<file path="src/design/pscb_pkg.sv">
// package for the special control bits block: offsets, fields, resets, timing
// assumes a 32-bit axi4-lite slave and a 125 MHz management clock
package pscb_pkg;

  // ----------------------------------------------------------------------
  // register map
  // ----------------------------------------------------------------------
  localparam logic [7:0]  SPECIFIC_CONFIGURATION_OFS = 8'h10;
  localparam logic [7:0]  SM_RESET_LEN_OFS           = 8'h14;
  localparam logic [7:0]  STATUS_OFS                 = 8'h18;

  // field positions within specific_configuration
  localparam int          ARPD_BIT  = 4;
  localparam int          STATE_MACHINE_RESET_BIT = 3;
  localparam int          MPS_BIT   = 2;
  localparam int          SLEEP_BIT = 1;
  localparam int          RLO_BIT   = 0;

  // reset values
  localparam logic [15:0] CFG_RESET = 16'h0014;

  // state machine reset pulse: time in ns and derived cycles
  localparam int          CLK_PERIOD_NS     = 8;
  localparam int          SM_RESET_TIME_NS  = 80;
  localparam int          SM_RESET_CYCLES   =
    (SM_RESET_TIME_NS + CLK_PERIOD_NS - 1) / CLK_PERIOD_NS;

  // axi responses
  localparam logic [1:0]  RESP_OKAY   = 2'h0;
  localparam logic [1:0]  RESP_SLVERR = 2'h2;

  typedef enum {SM_IDLE, SM_RESET} pscb_sm_e;

endpackage

</file>
<file path="src/design/pscb_rst_timer.sv">
// down-counter that holds the internal state machine reset for a set length
// assumes start is a one-cycle pulse in the clk domain
`timescale 1ns/10ps
`default_nettype none
module pscb_rst_timer
  import pscb_pkg::*;
#(
  parameter int W = 8
)(
  input  wire logic         clk,
  input  wire logic         rstn,
  input  wire logic         start,
  input  wire logic [W-1:0] len,
  output logic              busy,
  output logic              done
);

  typedef struct packed {
    pscb_sm_e     st;
    logic [W-1:0] cnt;
    logic         done;
  } pscb_tmr_s;

  pscb_tmr_s st_ff;
  pscb_tmr_s nxt_st;

  // --------------------------------------------------------------------
  // next state
  // --------------------------------------------------------------------
  // a restart while busy reloads the count, stretching the reset
  always_comb
  begin
    nxt_st      = st_ff;
    nxt_st.done = 1'b0;
    unique case (st_ff.st)
      SM_IDLE:
      begin
        if (start)
        begin
          nxt_st.st  = SM_RESET;
          nxt_st.cnt = (len == '0) ? W'(1) : len;
        end
      end
      SM_RESET:
      begin
        if (start)
          nxt_st.cnt = (len == '0) ? W'(1) : len;
        else if (st_ff.cnt == W'(1))
        begin
          nxt_st.st   = SM_IDLE;
          nxt_st.cnt  = '0;
          nxt_st.done = 1'b1;
        end
        else
          nxt_st.cnt = st_ff.cnt - W'(1);
      end
    endcase
  end

  always_ff @(posedge clk or negedge rstn)
  begin
    if (!rstn)
      st_ff <= '{st: SM_IDLE, cnt: '0, done: 1'b0};
    else
      st_ff <= nxt_st;
  end

  assign busy = (st_ff.st == SM_RESET);
  assign done = st_ff.done;

endmodule // pscb_rst_timer
`default_nettype wire

</file>
<file path="src/design/pscb_ctrl.sv">
// special control bits of the transceiver configuration register 0x10
// assumes an axi4-lite master on clk; outputs drive power, reset, datapath
//
// Implementation choice: the AXI4-Lite interface to the registers.
`timescale 1ns/10ps
`default_nettype none
module pscb_ctrl
  import pscb_pkg::*;
#(
  parameter int RST_W = 8
)(
  input  wire logic        clk,
  input  wire logic        rstn,
  input  wire logic [7:0]  s_axi_awaddr,
  input  wire logic        s_axi_awvalid,
  output logic             s_axi_awready,
  input  wire logic [31:0] s_axi_wdata,
  input  wire logic [3:0]  s_axi_wstrb,
  input  wire logic        s_axi_wvalid,
  output logic             s_axi_wready,
  output logic [1:0]       s_axi_bresp,
  output logic             s_axi_bvalid,
  input  wire logic        s_axi_bready,
  input  wire logic [7:0]  s_axi_araddr,
  input  wire logic        s_axi_arvalid,
  output logic             s_axi_arready,
  output logic [31:0]      s_axi_rdata,
  output logic [1:0]       s_axi_rresp,
  output logic             s_axi_rvalid,
  input  wire logic        s_axi_rready,
  output logic             auto_reduced_power_enable,
  output logic             state_machine_reset,
  output logic             mgmt_preamble_suppress,
  output logic             sleep_power_down,
  output logic             remote_loop_out
);

  // elaboration-time guard on the reset length counter width
  generate
    if (RST_W < 2 || RST_W > 16)
    begin : g_bad_rst_w
      $error("pscb_ctrl: RST_W must lie in 2..16");
    end
  endgenerate

  localparam logic [RST_W-1:0] SM_LEN_RESET = RST_W'(SM_RESET_CYCLES);

  typedef struct packed {
    logic             aw_hold;
    logic [7:0]       aw_addr;
    logic             w_hold;
    logic [31:0]      w_data;
    logic [3:0]       w_strb;
    logic             bvalid;
    logic [1:0]       bresp;
    logic             rvalid;
    logic [31:0]      rdata;
    logic [1:0]       rresp;
    logic [15:0]      cfg;
    logic [RST_W-1:0] sm_len;
    logic             sm_pend;
    logic             sleep_seen;
  } pscb_st_s;

  pscb_st_s st_ff;
  pscb_st_s nxt_st;

  logic tmr_start;
  logic tmr_busy;
  logic tmr_done;
  logic wr_go;
  logic rd_go;

  // ----------------------------------------------------------------------
  // state machine reset timer
  // ----------------------------------------------------------------------
  pscb_rst_timer #(
    .W     (RST_W)
  ) u_tmr (
    .clk   (clk),
    .rstn  (rstn),
    .start (tmr_start),
    .len   (st_ff.sm_len),
    .busy  (tmr_busy),
    .done  (tmr_done)
  );

  // ----------------------------------------------------------------------
  // bus handshakes
  // ----------------------------------------------------------------------
  // one write and one read in flight; a channel is held until its response
  assign s_axi_awready = !st_ff.aw_hold && !st_ff.bvalid;
  assign s_axi_wready  = !st_ff.w_hold && !st_ff.bvalid;
  assign s_axi_arready = !st_ff.rvalid;
  assign wr_go = (st_ff.aw_hold || (s_axi_awvalid && s_axi_awready)) &&
                 (st_ff.w_hold  || (s_axi_wvalid  && s_axi_wready)) &&
                 !st_ff.bvalid;
  assign rd_go = s_axi_arvalid && s_axi_arready;

  // ----------------------------------------------------------------------
  // next state
  // ----------------------------------------------------------------------
  always_comb
  begin
    logic [7:0]  a;
    logic [31:0] d;
    logic [3:0]  s;
    logic [15:0] c;
    logic        wake;
    a      = 8'h00;
    d      = 32'h0000_0000;
    s      = 4'h0;
    c      = 16'h0000;
    wake   = 1'b0;
    nxt_st = st_ff;
    tmr_start = 1'b0;

    // capture address and data in either order
    if (s_axi_awvalid && s_axi_awready)
    begin
      nxt_st.aw_hold = 1'b1;
      nxt_st.aw_addr = s_axi_awaddr;
    end
    if (s_axi_wvalid && s_axi_wready)
    begin
      nxt_st.w_hold = 1'b1;
      nxt_st.w_data = s_axi_wdata;
      nxt_st.w_strb = s_axi_wstrb;
    end

    // response handshakes
    if (st_ff.bvalid && s_axi_bready)
      nxt_st.bvalid = 1'b0;
    if (st_ff.rvalid && s_axi_rready)
      nxt_st.rvalid = 1'b0;

    // self-clear when the reset pulse ends
    if (tmr_done)
      nxt_st.cfg[STATE_MACHINE_RESET_BIT] = 1'b0;

    // register write; only low lanes matter, the upper bits are reserved
    if (wr_go)
    begin
      a = st_ff.aw_hold ? st_ff.aw_addr : s_axi_awaddr;
      d = st_ff.w_hold  ? st_ff.w_data  : s_axi_wdata;
      s = st_ff.w_hold  ? st_ff.w_strb  : s_axi_wstrb;
      nxt_st.aw_hold = 1'b0;
      nxt_st.w_hold  = 1'b0;
      nxt_st.bvalid  = 1'b1;
      nxt_st.bresp   = RESP_OKAY;
      unique case ({a[7:2], 2'b00})
        SPECIFIC_CONFIGURATION_OFS:
        begin
          // start from the next value so a self-clear in this cycle sticks
          c = nxt_st.cfg;
          if (s[0])
          begin
            c[ARPD_BIT]  = d[ARPD_BIT];
            c[MPS_BIT]   = d[MPS_BIT];
            c[SLEEP_BIT] = d[SLEEP_BIT];
            c[RLO_BIT]   = d[RLO_BIT];
            // writing one launches the reset; zero does not cancel
            if (d[STATE_MACHINE_RESET_BIT])
            begin
              c[STATE_MACHINE_RESET_BIT] = 1'b1;
              tmr_start    = 1'b1;
            end
            // leaving sleep resets machines, settings untouched
            wake = st_ff.cfg[SLEEP_BIT] && !d[SLEEP_BIT];
          end
          if (s[1])
            c[15:8] = d[15:8];
          nxt_st.cfg = c;
        end
        SM_RESET_LEN_OFS:
        begin
          if (s[0] && d[RST_W-1:0] != '0)
            nxt_st.sm_len = d[RST_W-1:0];
        end
        STATUS_OFS:
        begin
          nxt_st.bresp = RESP_OKAY;
        end
        default:
        begin
          nxt_st.bresp = RESP_SLVERR;
        end
      endcase
      // wake reset shows in bit 3 until it completes
      if (wake)
      begin
        nxt_st.cfg[STATE_MACHINE_RESET_BIT] = 1'b1;
        tmr_start = 1'b1;
      end
    end

    if (rd_go)
    begin
      nxt_st.rvalid = 1'b1;
      nxt_st.rresp  = RESP_OKAY;
      unique case ({s_axi_araddr[7:2], 2'b00})
        SPECIFIC_CONFIGURATION_OFS:
          nxt_st.rdata = {16'h0000, st_ff.cfg};
        SM_RESET_LEN_OFS:
          nxt_st.rdata = 32'(st_ff.sm_len);
        STATUS_OFS:
          nxt_st.rdata = {30'h0, st_ff.cfg[SLEEP_BIT], tmr_busy};
        default:
        begin
          nxt_st.rdata = 32'h0000_0000;
          nxt_st.rresp = RESP_SLVERR;
        end
      endcase
    end
    nxt_st.sm_pend    = tmr_busy;
    nxt_st.sleep_seen = st_ff.cfg[SLEEP_BIT];
  end

  // ----------------------------------------------------------------------
  // state register
  // ----------------------------------------------------------------------
  always_ff @(posedge clk or negedge rstn)
  begin
    if (!rstn)
    begin
      st_ff        <= '0;
      st_ff.cfg    <= CFG_RESET;
      st_ff.sm_len <= SM_LEN_RESET;
    end
    else
      st_ff <= nxt_st;
  end

  // ----------------------------------------------------------------------
  // outputs
  // ----------------------------------------------------------------------
  assign s_axi_bvalid = st_ff.bvalid;
  assign s_axi_bresp  = st_ff.bresp;
  assign s_axi_rvalid = st_ff.rvalid;
  assign s_axi_rdata  = st_ff.rdata;
  assign s_axi_rresp  = st_ff.rresp;

  // power-down permission straight from the register
  assign auto_reduced_power_enable = st_ff.cfg[ARPD_BIT];
  // machines held in reset while the timer runs
  assign state_machine_reset       = tmr_busy;
  assign mgmt_preamble_suppress    = st_ff.cfg[MPS_BIT];
  // sleep gates everything but oscillator and clock generator
  assign sleep_power_down          = st_ff.cfg[SLEEP_BIT];
  assign remote_loop_out           = st_ff.cfg[RLO_BIT];

endmodule // pscb_ctrl
`default_nettype wire

</file>
<file path="config.mk">
export PLATFORM = sky130hd
export DESIGN_NAME = pscb_ctrl
export DESIGN_NICKNAME = d
export VERILOG_FILES = /design/src/design/pscb_pkg.sv /design/src/design/pscb_rst_timer.sv /design/src/design/pscb_ctrl.sv
export SDC_FILE = /design/constraint.sdc
export NUM_CORES = 1
export LEC_CHECK = 0
export ABC_AREA = 1
export BUFFER_PORTS_ARGS = -buffer_cell sky130_fd_sc_hd__buf_2
export CAP_MARGIN = 10
export CORE_MARGIN = 2
export CORE_UTILIZATION = 50
export CTS_BUF_LIST = sky130_fd_sc_hd__clkbuf_2 sky130_fd_sc_hd__clkbuf_4 sky130_fd_sc_hd__clkbuf_8
export DETAILED_ROUTE_END_ITERATION = 16
export PLACE_DENSITY_LB_ADDON = 0.3
export SKIP_CTS_REPAIR_TIMING = 1
export SLEW_MARGIN = 20
export SYNTH_ARGS = -nofsm -noshare
export SYNTH_HDL_FRONTEND = slang
export SYNTH_SLANG_ARGS = --single-unit
</file>
<file path="constraint.sdc">
create_clock -name clk -period 1.3 [get_ports clk]
set_input_delay 0 -clock clk [delete_from_list [all_inputs] [get_ports clk]]
set_output_delay 0 -clock clk [all_outputs]
set_load 0.01 [all_outputs]
</file>
* Word-level counts from Yosys, hierarchy flattened
Index checks and enable logic that the tools add are counted.
** Word-level totals
- Bits of input ports :: 59
- Output and inout port bits :: 46
- Register bits after elaboration :: 146
** Cells by class
- Muxes and demuxes :: 40
- Add/sub/neg operators :: 1
- Reductions and logical operators :: 31
- Eq/ne operators :: 12
** Operator list (number)
- $pmux W40 S2 :: 1
- $mux W32 :: 2
- $mux W8 :: 6
- $pmux W16 S3 :: 1
- $mux W40 :: 1
- $mux W37 :: 1
- $eq A6 B3 Y1 const B :: 6
- $mux W35 :: 1
- $eq A32 B1 Y1 const B :: 1
- $eq A32 B2 Y1 const B :: 1
- $logic_not A32 Y1 :: 1
- $mux W1 :: 18
- $mux W16 :: 1
- $mux W12 :: 1
- $reduce_and A3 Y1 :: 4
- $logic_and A1 B1 Y1 :: 11
- $mux W9 :: 1
- $eq A8 B1 Y1 const B :: 1
- $logic_not A8 Y1 :: 1
- $mux W4 :: 2
- $reduce_bool A2 Y1 :: 4
- $reduce_bool A8 Y1 :: 1
- $sub A8 B1 Y8 const B :: 1
- $mux W2 :: 3
- other kinds (6) :: 13

* Longest topological paths before layout
Gate-level depths: netlist (run 1).
- Word-level depth :: 11
- Gate-level depth with buffers :: 11
- Depth with buffers taken out :: 10

* Modules after synthesis
A second synthesis (run 1) with hierarchy kept.
** Unflattened totals
- Cells, all modules :: 521
- Area, all modules :: 4057.6 sq um
** By module, submodules not included
- pscb_ctrl :: times used 1, sequential area each 1681.6 sq um, cells an instance 428, area each 3403.3 sq um
- pscb_rst_timer :: times used 1, sequential area each 250.2 sq um, cells an instance 93, area each 654.4 sq um

* Least setup slack after synthesis (run 1)
No wires, ideal clock.
- Path type :: reg-to-reg
- From :: register st_ff[100] (netlist bit)
- To :: register st_ff[25] (netlist bit)
- Slack :: -0.151 ns
- Data required time :: 1.177 ns
- Stages on the path, launching flop included :: 11
- Setup time :: 0.123 ns
- Arrival :: 1.328 ns
- Path buffers :: 2
- Cell sequence :: dfrtp_1 -> buf_6 -> nor2_4 -> nand2_2 -> nand2_2 -> nand2_4 -> nor2_2 -> nand2_2 -> buf_6 -> nand2_1 -> o21ai_2
** On the way
- Word-level cells in the longest chain between the ends :: 7
- Elaborated cells on any way between the ends :: 9
- Classes of those cells :: mux: 2; reduce/logical: 7
** RTL lines
- start: declaration :: line pscb_ctrl.sv:65 : pscb_st_s st_ff;
- start signal: assignment :: line pscb_ctrl.sv:231 : st_ff <= nxt_st;
- $logic_not A1 Y1 :: line pscb_ctrl.sv:93 : assign s_axi_wready = !st_ff.w_hold && !st_ff.bvalid;
- $logic_and A1 B1 Y1 :: line pscb_ctrl.sv:93
- via s_axi_wready :: line pscb_ctrl.sv:20 : output logic s_axi_wready,
- $logic_and A1 B1 Y1 :: line pscb_ctrl.sv:96 : (st_ff.w_hold || (s_axi_wvalid && s_axi_wready)) &&
- $logic_or A1 B1 Y1 :: line pscb_ctrl.sv:96
- $logic_and A1 B1 Y1 :: line pscb_ctrl.sv:95 : assign wr_go = (st_ff.aw_hold || (s_axi_awvalid && s_axi_awready)) &&
- $logic_and A1 B1 Y1 :: line pscb_ctrl.sv:96
- $reduce_and A3 Y1 (no source line)
The timed path passes the listed nets, and every way through them passes these cells.
A chain may end at the register's enable or synchronous reset.

* Worst setup path in the final report (run 1)
- From :: register st_ff[100] (netlist bit)
- To :: register st_ff[25] (netlist bit)
** On the way
- Word-level cells in the longest chain between the ends :: 7
- Elaborated cells on any way between the ends :: 9
- Classes of those cells :: mux: 2; reduce/logical: 7
** RTL lines (line)
- $logic_not A1 Y1 :: pscb_ctrl.sv:93
- $logic_and A1 B1 Y1 :: pscb_ctrl.sv:93
- $logic_and A1 B1 Y1 :: pscb_ctrl.sv:96
- $logic_or A1 B1 Y1 :: pscb_ctrl.sv:96
- $logic_and A1 B1 Y1 :: pscb_ctrl.sv:95
- $logic_and A1 B1 Y1 :: pscb_ctrl.sv:96
- $reduce_and A3 Y1 (no source line)
Parallel ways exist; a longest one is shown, timed or not.

==> metrics.txt, run 1 <==
Seq pwr share=between 30% and 40%; drc violations=0; via count of the first global-routing pass=around 3100; DP HPWL=between 6000 and 7000 um; Switching Share=between 30% and 40%; RR Endpoint=st_ff[25]; switching power total=between 0.003 and 0.004 W; final cell count without fillers=~720; Max Clk Rate=slightly above 600 MHz; clock buffer depth=2; CTS buffer count=9; DR vias=around 3500; CP arrival=around 1.9 ns; Skew-Pair Late Insertion Delay=around 0.36 ns; CTS sink count=77; antenna cell count=0; status=finished, violations left; first-pass GRT wire length=14300 um; failing checks=negative hold slack, negative setup slack; HP Start=s_axi_wdata[5]; setup violators final=40; layout net count=around 670; final hold vios=1; combinational share of power=43.6%; antenna viol nets, final=0; Crit path required time=between 1.5 and 2 ns; leak pwr=between 2 and 3 nW; share of cells above drive strength 1=a little over a third; dominant cells by area after synthesis=dfrtp_1 44%, nand2_1 12%, buf_4 6.9%, inv_1 4.2%, o21ai_0 4.1%; iteration count of the initial detailed-routing pass=4; mapped cell area=~4100 um2; cell taking the most area after synthesis=dfrtp_1; Yosys reg bits=slightly below 80; largest net degree at the start of global routing=35; Setup WS pre-CTS=-0.316 ns; Syn. warnings=0; predominant post-synthesis flop cell=dfrtp_1; crit-path cells=nor2_4, nand2_2, nand2_2, nand2_4, buf_12, nor2_4, nand2_4, buf_12, nand2_4, o21ai_4; Setup Crit Path Kind=reg -> reg; crit path max fanout=8; Worst-path clk slew=0.09 ns; hold endpoint=st_ff[73]; R2R Setup Slk=-0.32 ns; Reg with most FFs=st_ff; Clock Skews=approximately 0.016 ns; number of synthesized flops with an enable pin=0; worst r2r path cells=10; Final WS setup=-0.321 ns; Buffers on Ports=64; CP max-delay cell=dfrtp_2; total internal power=roughly 0.0063 W; Crit. End Element=flip-flop; Slew Viols, Final=0; worst vdd ir=0.00116 V; Routability Congestion=~0.82; RSZ-0062 raised after global routing=true; Wirelength per Cell=between 10 and 15 um; number of flip-flops in the largest register=43; min cycle time layout=around 1.6 ns; CTS tree=built; Distinct cells, synth=38; crit share post-route=125%; most frequent CP cell=nand2_4; dpl cells=~670; Initial Util=51.1%; RR Startpoint=st_ff[100]; Clock power frac=between 10% and 20%; Vias/cell=about 4.8; Mean Syn Cell Area=around 8.5 um2; gr usage total=between 20% and 30%; Iteration-0 DRC Markers=168; root buf cell=clkbuf_8; top cell type's share of synthesized area=about 44%; Min Hold Slack=-0.0602 ns; fraction of registers with async set/reset=100%; Core Rows=33; sequential share of the synthesized area=between 40% and 50%; Layout area overhead=31.0%; Die Span Y=around 95 um; max-cap viol count=0; Die X=approximately 95 um; crit start category=flip-flop; # IOs=between 100 and 150; core footprint=around 8100 um2; antenna violations before repair=0; worst hold path class=in -> reg; Placed Area=approximately 4700 um2; final WL=approximately 9400 um; hold path depth=3; post-route cell area=5410 um2; H-tree depth=3; Mapped Cells=roughly 490; Pwr Density=1850 nW/um2; Overflow after GRT=0; die area=~9000 um2; CP peak stage delay=0.49 ns
[cells in the mapped netlist, types with 3 or more instances]
library cell  count
o21ai_0          34
buf_2             3
inv_1            46
nand2_2           5
nand3_2           8
mux2i_1           7
dfrtp_1          73
o31ai_1           3
nand3b_1          3
nand2_4           3
dfstp_2           4
buf_6             4
a21oi_1           9
nand2_1         135
buf_4            38
mux2_2           10
o21ai_1           7
nor2_2            4
nor2_1           28
clkbuf_1          5
nand3_1          28
o21ai_2          10
[how the worst max path moves through the flow]
stage                from  cells after the start  slack, ns         end
3_5_place_dp   st_ff[100]                      9      -0.32    st_ff[3]
5_1_grt        st_ff[100]                     10      -0.39   st_ff[25]
2_1_floorplan  st_ff[100]                     10      -0.15   st_ff[25]
3_3_place_gp   st_ff[100]                      5      -0.24  u_tmr.done
6_report       st_ff[100]                     10      -0.32   st_ff[25]
4_1_cts        st_ff[100]                      9      -0.34    st_ff[3]
[logic make-up (layout without fill, tap and decap cells)]
| group | Yosys count | count (layout) | share of synthesized area, % |
|---|---|---|---|
| adders and majority gates | 2 | 2 | 0.605 |
| and+or+nand+nor | 225 | 225 | 25.3 |
| muxes | 17 | 17 | 4.42 |
| AOI/OAI and AO/OA | 65 | 65 | 9.08 |
| xor gates and xnor gates | 2 | 2 | 0.424 |
| other | 1 | 18 | 0.0907 |
| DFF | 77 | 77 | 46.7 |
| buffers and inverters | 99 | 204 | 13.3 |
[final cells by class]
class / count / area, um2
Clock buffer: 12 / 146
Clock inverter: 4 / 56.3
Fill cell: 640 / 2680
Inverter: 49 / 190
Multi-Input combinational cell: 329 / 1890
Sequential cell: 77 / 1930
Tap cell: 105 / 131
Timing Repair Buffer: 139 / 1070
[layer usage]
layer	GRT usage, %	part of all wire (%)	vias up	wire, um
met1	27.4	46	1637	4330
met2	33.3	49	70	4630
met5	0	0	-	0
met4	7.13	1.5	0	145
met3	3.03	2.8	13	260
li1	-	-	1735	-
[power groups by stage]
stage	registers (W)	logic (W)	clock network, W
6_report	0.00377	0.00437	0.00189
3_5_place_dp	0.00374	0.00376	0
5_1_grt	0.00386	0.00488	0.00200
2_1_floorplan	0.00364	0.00255	0
3_3_place_gp	0.00371	0.00364	0
4_1_cts	0.00370	0.00378	0.00189
[critical path: cells and delay by family (launching register included)]
family          cells  cell delay, ns
buf+inv             2            0.30
flops               1            0.49
compound gates      1            0.06
simple gates        7            0.65
[placed cells by master (no fill, tap or decap), types with 18 or more instances in the layout]
cell / synthesis / layout
dfrtp_1: 73 / 71
nand3_1: 28 / 23
buf_4: 38 / 38
inv_1: 46 / 44
nand2_1: 135 / 121
buf_2: 3 / 62
conb_1: 1 / 18
o21ai_0: 34 / 25
dlygate4sd3_1: 0 / 27
nor2_1: 28 / 26
[stage by stage]
step	setup TNS, ns	power (W)	util, %	hold WS [ns]
6_report	-8.53	0.0100	66.9	-0.0602
5_1_grt	-12.11	0.0107	66.9	0.00489
3_5_place_dp	-8.63	0.00750	57.5	-0.0154
2_1_floorplan	-3.43	0.00619	-	-0.296
4_1_cts	-9.51	0.00937	60.0	-0.380
3_3_place_gp	-6.79	0.00735	57.5	-0.0111
Note: power is estimated with default switching activity, not from simulation.
==> run 2, diff against run 1 <==
Settings changed: SYNTH_HIERARCHICAL set to 1.
==> run 2 against run 1 <==
Non-clock buffer count shrank 11. Via count grew 1.5%. The run ends with negative setup slack left. Critical endpoint is now u_tmr/st_ff[6]. Total power shrank 4.2%. Highest routed layer unchanged. Register-to-register slack lost 0.03 ns. Critical path depth grew 1. Worst hold slack gained 0.11 ns. Fmax shrank 1.5%. Critical path type unchanged. Largest power group is now sequential cells. Utilization shrank 0.41 points. Sequential cell count is the same. Clock skew shrank 0.0070 ns.
==> metrics.txt, run 2 <==
status=finished, violations left; failing checks=negative setup slack; Wirelength per Cell=12.0 um; core footprint=between 7000 and 8000 um2; Mapped Cells=approximately 520; CTS tree=built; fin util=about two thirds; Die Span Y=approximately 94 um; number of synthesized flops with an enable pin=0; Max Clk Rate=608 MHz; iteration count of the initial detailed-routing pass=5; Core Rows=32; min cycle time layout=around 1.6 ns; Initial Util=around half; antenna viol nets, final=0; mapped cell area=4060 um2; antenna cell count=0; commonest cells after routing, fill and taps aside=162 x nand2_1, 70 x dfrtp_1, 62 x buf_2; Pwr Density=1850 nW/um2; CTS sink count=77; Layout area overhead=27.9%; worst hold path class=in -> reg; Crit. End Element=flip-flop; worst r2r path cells=11; Final WS setup=-0.346 ns; Routability Congestion=slightly below 0.9; Die X=around 94 um; top sig layer=met4; Seq pwr share=between 30% and 40%; worst vdd ir=roughly 0.0015 V; H-tree depth=3; Switching Share=between 30% and 40%; hold path depth=4; via count of the first global-routing pass=3079; Filler cells=approximately 640; DR vias=between 3000 and 4000; DP HPWL=6050 um; Vias/cell=~4.8; Clock power frac=a little under a quarter; crit path max fanout=8; leak pwr=around 2.8 nW; top-count cell post-synth=nand2_1; sequential share of the synthesized area=between 40% and 50%; Slew Viols, Final=0; final hold vios=0; cell taking the most area after synthesis=dfrtp_1; combinational share of power=37.7%; top cell type's share of synthesized area=a little under half; share of cells above drive strength 1=around 29%; metal1 wirelength=4190 um; post-route cell area=5190 um2; first-pass GRT wire length=about 14000 um; CTS buffer count=9; die area=roughly 9000 um2; predominant post-synthesis flop cell=dfrtp_1; Post-synth top cells=172 x nand2_1, 73 x dfrtp_1, 60 x inv_1; root buf cell=clkbuf_8; gr usage total=between 15 and 20%; clock buffer depth=2; Yosys reg bits=77; RSZ-0062 raised after global routing=true; antenna violations before repair=0; Syn. warnings=6; fraction of registers with async set/reset=100%; Clock Skews=just over 0.009 ns; largest net degree at the start of global routing=38; Reg with most FFs=st_ff; Distinct cells, synth=29; crit share post-route=127%; routed length on met3=approximately 500 um; Skew-Pair Late Insertion Delay=~0.35 ns; Overflow after GRT=0; Crit path required time=about 1.5 ns; dominant cells by area after synthesis=dfrtp_1 45%, nand2_1 16%, buf_4 6.7%, o21ai_0 5.9%, inv_1 5.6%; layout net count=around 700; # IOs=around 110; setup violators final=34; CP arrival=1.89 ns; crit start category=flip-flop; total internal power=around 0.0061 W; drc violations=0; final WL=8780 um; Buffers on Ports=64; Worst-path clk slew=approximately 0.08 ns; Mean Syn Cell Area=7.79 um2; number of flip-flops in the largest register=43; max-cap viol count=0; Iteration-0 DRC Markers=210; switching power total=approximately 0.0036 W; commonest non-fill, non-tap cell in the layout=nand2_1; Setup Crit Path Kind=reg -> reg; Placed Area=approximately 4500 um2; met2 WL post-DR=~4000 um
## run 2: changes by cell type after synthesis, sizes merged, moves of 2 or more
| cell | change |
|---|---|
| nand2 | +36 |
| inv | +11 |
| mux2 | -7 |
| mux2i | -7 |
| nand3 | +5 |
| a22oi | +3 |
| clkbuf | +3 |
| o31ai | -3 |
| buf | -2 |
| nand3b | -2 |
## run 2: cell families after synthesis
logic type,Yosys count,share of synthesized area [%]
AO/OA/AOI/OAI,66,8.45
XOR/XNOR,1,0.216
adder cells (fa/ha/maj),2,0.617
buffers and inverters,111,14.3
flip-flops,77,47.6
multiplexers,3,0.833
other,1,0.0924
AND/OR/NAND/NOR,260,27.9
## run 2: worst paths after layout
check	slack [ns]	startpoint	end
setup / recovery	-0.35	st_ff[109]	u_tmr/st_ff[6]
hold / removal	0.05	s_axi_araddr[3]	s_axi_rresp[1]
setup reg to reg	-0.35	st_ff[109]	u_tmr/st_ff[6]
hold reg to reg	0.44	u_tmr/done	st_ff[13]
max in group asynchronous	0.58	rstn	st_ff[5]
min in group asynchronous	0.09	rstn	st_ff[76]
## run 2: stage by stage
step / setup TNS (ns) / cells / hold WS [ns] / power [W] / setup slack [ns]
final: -8.55 / 734 / 0.0541 / 0.00961 / -0.346
after global routing: -12.75 / 734 / 0.0691 / 0.0103 / -0.434
after CTS: -11.46 / 704 / -0.457 / 0.00914 / -0.459
after detailed placement: -10.89 / 688 / -0.0791 / 0.00693 / -0.445
after global placement: -8.84 / 688 / -0.0756 / 0.00679 / -0.361
after floorplan: -6.38 / 538 / -0.296 / 0.00580 / -0.429
## run 2: routing by layer
layer  up-vias  track usage [%]
met4         0             7.13
met3         6             3.93
met5         -                0
met2       112             29.6
li1       1782                -
met1      1606             29.0
## run 2: power groups by stage
stage	Clock (W)	Sequential, W	Combinational, W
2_1_floorplan	0	0.00358	0.00223
3_3_place_gp	0	0.00372	0.00308
3_5_place_dp	0	0.00375	0.00318
4_1_cts	0.00223	0.00371	0.00319
5_1_grt	0.00236	0.00389	0.00408
6_report	0.00219	0.00379	0.00362
## run 2: final cells by class
| cell class | instances | area (um2) | share of cell area (%) |
|---|---|---|---|
| clock inverters | 7 | 123 | 2.36 |
| multi-input cells | 351 | 1750 | 33.7 |
| repair buffers | 128 | 902 | 17.4 |
| clock buffers | 9 | 124 | 2.39 |
| well taps | 102 | 128 | 2.46 |
| inverters | 60 | 228 | 4.39 |
| flip-flops and latches | 77 | 1940 | 37.3 |
## run 2: critical path: stages (launching register included)
cell and delay (ns):
dfrtp_2 0.49, nor2_4 0.15, nand2_2 0.08, nand2_4 0.07
nand3_4 0.09, nor2_8 0.13, nand3_4 0.08, inv_4 0.08
buf_6 0.10, nor2_4 0.05, a22oi_1 0.15, nand2_1 0.07
